<file path="src/verilog/occ_pkg.sv">
// Package for the cascaded output compare pair: widths, reset values,
// bit positions and shared carrier structs.
// Assumes a single clock domain; all users import occ_pkg::*.
package occ_pkg;
  localparam int OCC_HALF_W = 16;
  localparam int OCC_FULL_W = 32;
  localparam int OCC_CASCADE_BIT = 8;
  localparam int OCC_CTRL2_W = 16;
  localparam logic [15:0] OCC_CNT_RST = 16'h0000;
  localparam logic [15:0] OCC_CNT_MAX = 16'hffff;
  localparam logic [15:0] OCC_CMP_RST = 16'h0000;

  // Settings software places on one module
  typedef struct packed {
    logic [15:0] compare_control_two;
    logic [15:0] primary_compare_value;
    logic [15:0] secondary_compare_value;
  } occ_cfg_t;

  // Per-module count and status
  typedef struct packed {
    logic [15:0] compare_counter;
    logic primary_match;
    logic secondary_match;
    logic wrap;
  } occ_stat_t;
endpackage

</file>
<file path="src/verilog/occ_half.sv">
// One 16-bit counter half with its wrap flag; it holds no compare values.
// Assumes the parent decides when it counts and what it compares.
`timescale 1ns/1ps
module occ_half (
  // Clock and reset
  input wire logic mclk_in,
  input wire logic rst_in,
  // Control
  input wire logic count_en_in,
  // State
  output logic [15:0] count_out,
  output logic wrap_out
);
  import occ_pkg::*;
  logic [15:0] next_count;

  always_comb begin
    next_count = count_en_in ? count_out + 16'h0001 : count_out;
  end

  always_ff @(posedge mclk_in or posedge rst_in) begin
    if (rst_in) begin
      count_out <= OCC_CNT_RST;
    end else begin
      count_out <= next_count;
    end
  end

  // Wrap is seen while the counter is about to roll 0xffff to 0x0000
  assign wrap_out = count_en_in && (count_out == OCC_CNT_MAX);
endmodule

</file>
<file path="src/verilog/occ_pair.sv">
// Pair of adjacent 16-bit output compare modules, optionally cascaded
// into one 32-bit compare timer.
// Assumes the tick inputs are on mclk_in (from the clock selector) and
// that settings come from same-clock control logic.
// Overview of operation
// - Without cascading each module counts and compares on its own.
// - Only the fixed odd/even pair here may be joined into 32 bits.
// - Odd module holds the low 16 bits of counter and compares.
// - Even module holds the high 16 bits of counter and compares.
// - Low counter wrap increments the high counter by one.
// - Cascade active only when bit 8 set in both control words.
// - Free-running counters count up and roll from 0xffff to zero.
// - Event whenever counter equals either compare value.
`timescale 1ns/1ps
module occ_pair (
  // Clock and reset
  input wire logic mclk_in,
  input wire logic rst_in,
  // Per-module count ticks
  input wire logic odd_tick_in,
  input wire logic even_tick_in,
  // Settings
  input wire occ_pkg::occ_cfg_t odd_cfg_in,
  input wire occ_pkg::occ_cfg_t even_cfg_in,
  // Status
  output occ_pkg::occ_stat_t odd_stat_out,
  output occ_pkg::occ_stat_t even_stat_out,
  output logic cascade_out,
  // Events
  output logic odd_event_out,
  output logic even_event_out,
  output logic pair_event_out
);
  import occ_pkg::*;

  logic cascade_enable;
  logic odd_wrap;
  logic even_wrap;
  logic even_step;
  logic [15:0] odd_cnt;
  logic [15:0] even_cnt;
  logic [31:0] pair_cnt;
  logic [31:0] pair_pri;
  logic [31:0] pair_sec;
  occ_stat_t next_odd_stat;
  occ_stat_t next_even_stat;
  logic next_cascade;
  logic next_odd_event;
  logic next_even_event;
  logic next_pair_event;

  // Both modules must agree, so one stray bit never half-joins the pair
  assign cascade_enable = odd_cfg_in.compare_control_two[OCC_CASCADE_BIT]
    && even_cfg_in.compare_control_two[OCC_CASCADE_BIT];

  // High half steps on the low half's wrap when joined
  assign even_step = cascade_enable ? odd_wrap : even_tick_in;

  occ_half u_low_half_module (
    .mclk_in(mclk_in),
    .rst_in(rst_in),
    .count_en_in(odd_tick_in),
    .count_out(odd_cnt),
    .wrap_out(odd_wrap)
  );

  occ_half u_high_half_module (
    .mclk_in(mclk_in),
    .rst_in(rst_in),
    .count_en_in(even_step),
    .count_out(even_cnt),
    .wrap_out(even_wrap)
  );

  // Fixed pairing: even above odd, no other combination exists
  assign pair_cnt = {even_cnt, odd_cnt};
  assign pair_pri = {even_cfg_in.primary_compare_value,
    odd_cfg_in.primary_compare_value};
  assign pair_sec = {even_cfg_in.secondary_compare_value,
    odd_cfg_in.secondary_compare_value};

  always_comb begin
    next_cascade = cascade_enable;
    next_odd_stat.compare_counter = odd_cnt;
    next_odd_stat.primary_match =
      odd_cnt == odd_cfg_in.primary_compare_value;
    next_odd_stat.secondary_match =
      odd_cnt == odd_cfg_in.secondary_compare_value;
    next_odd_stat.wrap = odd_wrap;
    next_even_stat.compare_counter = even_cnt;
    next_even_stat.primary_match =
      even_cnt == even_cfg_in.primary_compare_value;
    next_even_stat.secondary_match =
      even_cnt == even_cfg_in.secondary_compare_value;
    next_even_stat.wrap = even_wrap;
    // Joined pair compares 32 bits; halves stop reporting alone
    next_pair_event = cascade_enable &&
      (pair_cnt == pair_pri || pair_cnt == pair_sec);
    next_odd_event = !cascade_enable && (next_odd_stat.primary_match ||
      next_odd_stat.secondary_match);
    next_even_event = !cascade_enable && (next_even_stat.primary_match ||
      next_even_stat.secondary_match);
  end

  always_ff @(posedge mclk_in or posedge rst_in) begin
    if (rst_in) begin
      odd_stat_out <= '0;
      even_stat_out <= '0;
      cascade_out <= 1'b0;
      odd_event_out <= 1'b0;
      even_event_out <= 1'b0;
      pair_event_out <= 1'b0;
    end else begin
      odd_stat_out <= next_odd_stat;
      even_stat_out <= next_even_stat;
      cascade_out <= next_cascade;
      odd_event_out <= next_odd_event;
      even_event_out <= next_even_event;
      pair_event_out <= next_pair_event;
    end
  end
endmodule

</file>
<file path="config.mk">
export PLATFORM = sky130hd
export DESIGN_NAME = occ_pair
export DESIGN_NICKNAME = d
export VERILOG_FILES = /design/src/verilog/occ_pkg.sv /design/src/verilog/occ_half.sv /design/src/verilog/occ_pair.sv
export SDC_FILE = /design/constraint.sdc
export NUM_CORES = 1
export LEC_CHECK = 0
export BUFFER_PORTS_ARGS = -buffer_cell sky130_fd_sc_hd__clkbuf_2
export CORE_MARGIN = 2
export CORE_UTILIZATION = 30
export DETAILED_ROUTE_END_ITERATION = 16
export SETUP_SLACK_MARGIN = 0.05
export SLEW_MARGIN = 25
export SYNTH_ARGS = -nofsm -noshare
export SYNTH_HDL_FRONTEND = slang
export SYNTH_SLANG_ARGS = --single-unit
</file>
<file path="constraint.sdc">
create_clock -name mclk_in -period 2.5 [get_ports mclk_in]
set_clock_uncertainty 0.1 [all_clocks]
set_input_delay 0.25 -clock mclk_in [delete_from_list [all_inputs] [get_ports mclk_in]]
set_output_delay 0.25 -clock mclk_in [all_outputs]
set_load 0.005 [all_outputs]
</file>
==> flow_summary_export.csv <==
group,metric,value,unit
global_route,grt_pass1_wl,12.4,mm
synthesis,synth_common_cells,"xnor2_1 (76), dfrtp_1 (74), nand4_1 (23), nand2_1 (18), xor2_1 (18)",
die,initial_core_util,30.8,%
cells_and_area,fin_nets,499,
setup_path,worstPathBufferInverterCount,0,
synthesis,ys_seq_elements,74,
global_route,grt_max_degree,31,
synthesis,synth_cell_types,26,
timing,slew_violations,0,
worst_hold_path,hp-start,"odd_tick_in",
die,chipHeight,110,µm
timing,grt_setup_unrepaired,"no",
die,rows,38,
setup_path,crit_family,"flip-flops",
clock_network,htreeDepth,3,
timing,min_period,2.14,ns
synthesis,yosys.area.top_type,"dfrtp_1",
drt,ant_nets,0,
synthesis,syn_nets,390,
clock_network,ctsHoldBuffers,1,
timing,relSlewSlack,64.8,%
timing,finalHoldViolations,0,
setup_path,path_cells,"ha_1 > nand3_1 > o31a_4 > nor4_1 > xor2_1",
drt,via_per_inst,4.45,
worst_hold_path,hold_depth,2,
synthesis,synth-edff-count,0,
setup_path,startpoint_type,"register",
outcome,outcome,"finished, final reports clean",
setup_path,crit_required,2.66,ns
setup_path,max_stage_delay,0.52,ns
setup_path,worstReg2RegStart,"u_low_half_module.count_out[1]",
synthesis,synth_top_area_share,55.2,%
clock_network,clkTransAtPathRegs,0.08,ns
synthesis,synth.most_common_cell,"xnor2_1",
clock_network,numCtsBuffers,9,
setup_path,cp_max_fo,16,
setup_path,critPathCaptureType,"register",
die,core,0.0109,mm²
power,power,3.63,mW
cells_and_area,diodes,0,
setup_path,r2r_setup_slack,0.36,ns
synthesis,syn_inst,288,
global_route,grt_pass1_vias,2443,
synthesis,synth-seq-area-share,55.2,%
clock_network,clock_latency,0.34,ns
timing,finalSetupViolations,0,
drt,wl,7.92,mm
synthesis,synth_ff_type,"dfrtp_1",
cells_and_area,area_growth_syn_to_layout,27.8,%
power,power_density,845,mW/mm²
timing,fmax,0.467,GHz
clock_network,clkSinkCount,74,
job,maxCapViolations,0,
die,die-area,0.0120,mm²
clock_network,cts_buffer_depth,2,
worst_hold_path,hp-class,"in2reg",
drt,num_vias,2411,
setup_path,path_class,"reg2reg",
synthesis,synth_area,0.00335,mm²
placement,place_hpwl,6.08,mm
clock_network,post_cts_resized,0,
global_route,grt_antenna_before_repair,0,
drt,drt_iter0_drc,48,
drt,routedWlPerCell,14.6,µm
setup_path,cpMaxStageDelayCell,"dfrtp_1",
global_route,gr-total-overflow,0,
die,die-width,110,µm
setup_path,cp.arrival,2.30,ns
worst_hold_path,holdPathEnd,"u_low_half_module.count_out[0]",
synthesis,synth.avg_cell_area,11.6,µm²
power,leakagePower,2.01,nW
synthesis,yosys-top-cells-area,"dfrtp_1 (55%), xnor2_1 (20%), xor2_1 (4.7%)",
synthesis,yosys_warnings,0,
timing,fin_tns_setup,0,ns
timing,tightestPinTransition,0.523,ns
cells_and_area,drive_gt1_share,35.6,%
placement,place.gp.congestion,0.770,
die,io_pins,142,
setup_path,rr_endpoint,"u_high_half_module.count_out[9]",
timing,fin_crit_sh,85.7,%
global_route,track_usage,13.6,%
drt,firstDrtPassIters,4,
clock_network,post_cts_buffers,0,
clock_network,root_buffer,"clkbuf_8",
power,vdd_drop_max,0.275,mV
drt,drcViolationCount,0,
clock_network,cts_tree,"yes",
setup_path,reg2regPathDepth,5,
placement,portBuffers,111,
synthesis,ys_async_sr_fraction,100,%
placed cells by master, fill, tap and decap left out, types with 2 or more instances in the layout:
cell / instances
nor3_1: 3
xor2_1: 18
nor4_1: 7
clkbuf_8: 11
nor3_2: 4
clkbuf_2: 111
dfrtp_1: 74
and3_1: 3
buf_4: 8
and4_1: 3
ha_1: 2
bufinv_16: 2
nor2_1: 14
nand4_1: 23
nand3_1: 10
nand2_1: 18
xnor2_1: 76
sequential cells by signal, summed over array words and instances (netlist names):
register                      cells
u_high_half_module.count_out     16
odd_stat_out                     19
odd_event_out                     1
pair_event_out                    1
cascade_out                       1
even_event_out                    1
u_low_half_module.count_out      16
even_stat_out                    19
metal layers:
metal / up-vias / global-route usage (%) / part of all wire (%)
li1: 1170 / - / -
met1: 1190 / 18.7 / 46
met2: 43 / 21.0 / 49
met3: 8 / 2.67 / 3.4
met4: 0 / 5.70 / 1.4
met5: - / 0 / 0
worst register-to-register path, stage by stage, from the launching register on:
cell and delay (ns):
dfrtp_1 0.52, ha_1 0.31, nand3_1 0.12, o31a_4 0.45, nor4_1 0.37, xor2_1 0.19
metrics by stage:
step | instance area [µm²] | hold WS (ns) | setup slack (ns) | util, % | cells
floorplan | 3350 | 0.237 | 0.268 | - | 288
global placement | 4050 | 0.115 | 0.446 | 37.2 | 525
detailed placement | 4050 | 0.119 | 0.396 | 37.2 | 525
CTS | 4290 | 0.0726 | 0.356 | 39.4 | 542
global route | 4290 | 0.0829 | 0.224 | 39.4 | 542
finish | 4290 | 0.0911 | 0.358 | 39.4 | 542
cell type report:
cell class,count,area (µm²)
Fill cell,1058,6600
Sequential cell,74,1850
Multi-Input combinational cell,190,1400
Timing Repair Buffer,120,626
Tap cell,140,175
Clock buffer,12,155
Clock inverter,4,73.8
Inverter,2,7.51
kinds of logic (layout without fill, tap and decap cells):
group,Yosys count,count (layout),share of synthesized area (%)
compound gates,2,2,0.746
xor+xnor,94,94,24.5
fa+ha+maj,2,2,0.746
buf+inv,24,138,3.10
flops,74,74,55.2
mux,2,2,0.671
simple gates,90,90,15.0
worst max-delay path by stage:
| stage | slack [ns] | depth (start not counted) | endpoint | startpoint |
|---|---|---|---|---|
| 2_1_floorplan | 0.27 | 1 | cascade_out | rst_in |
| 3_3_place_gp | 0.45 | 5 | u_high_half_module.count_out[9] | u_low_half_module.count_out[1] |
| 5_1_grt | 0.22 | 5 | u_high_half_module.count_out[9] | u_low_half_module.count_out[7] |
| 3_5_place_dp | 0.40 | 5 | u_high_half_module.count_out[9] | u_low_half_module.count_out[1] |
| 6_report | 0.36 | 5 | u_high_half_module.count_out[9] | u_low_half_module.count_out[1] |
| 4_1_cts | 0.36 | 5 | u_high_half_module.count_out[9] | u_low_half_module.count_out[1] |
where the power goes:
part | internal [mW] | leakage (nW) | switching (mW) | total, mW
logic | 0.453 | 0.936 | 0.347 | 0.800
clock network | 0.618 | 0.117 | 0.438 | 1.06
registers | 1.44 | 0.954 | 0.328 | 1.77
total | 2.51 | 2.01 | 1.11 | 3.63
Power figures use the tool's default switching activity.
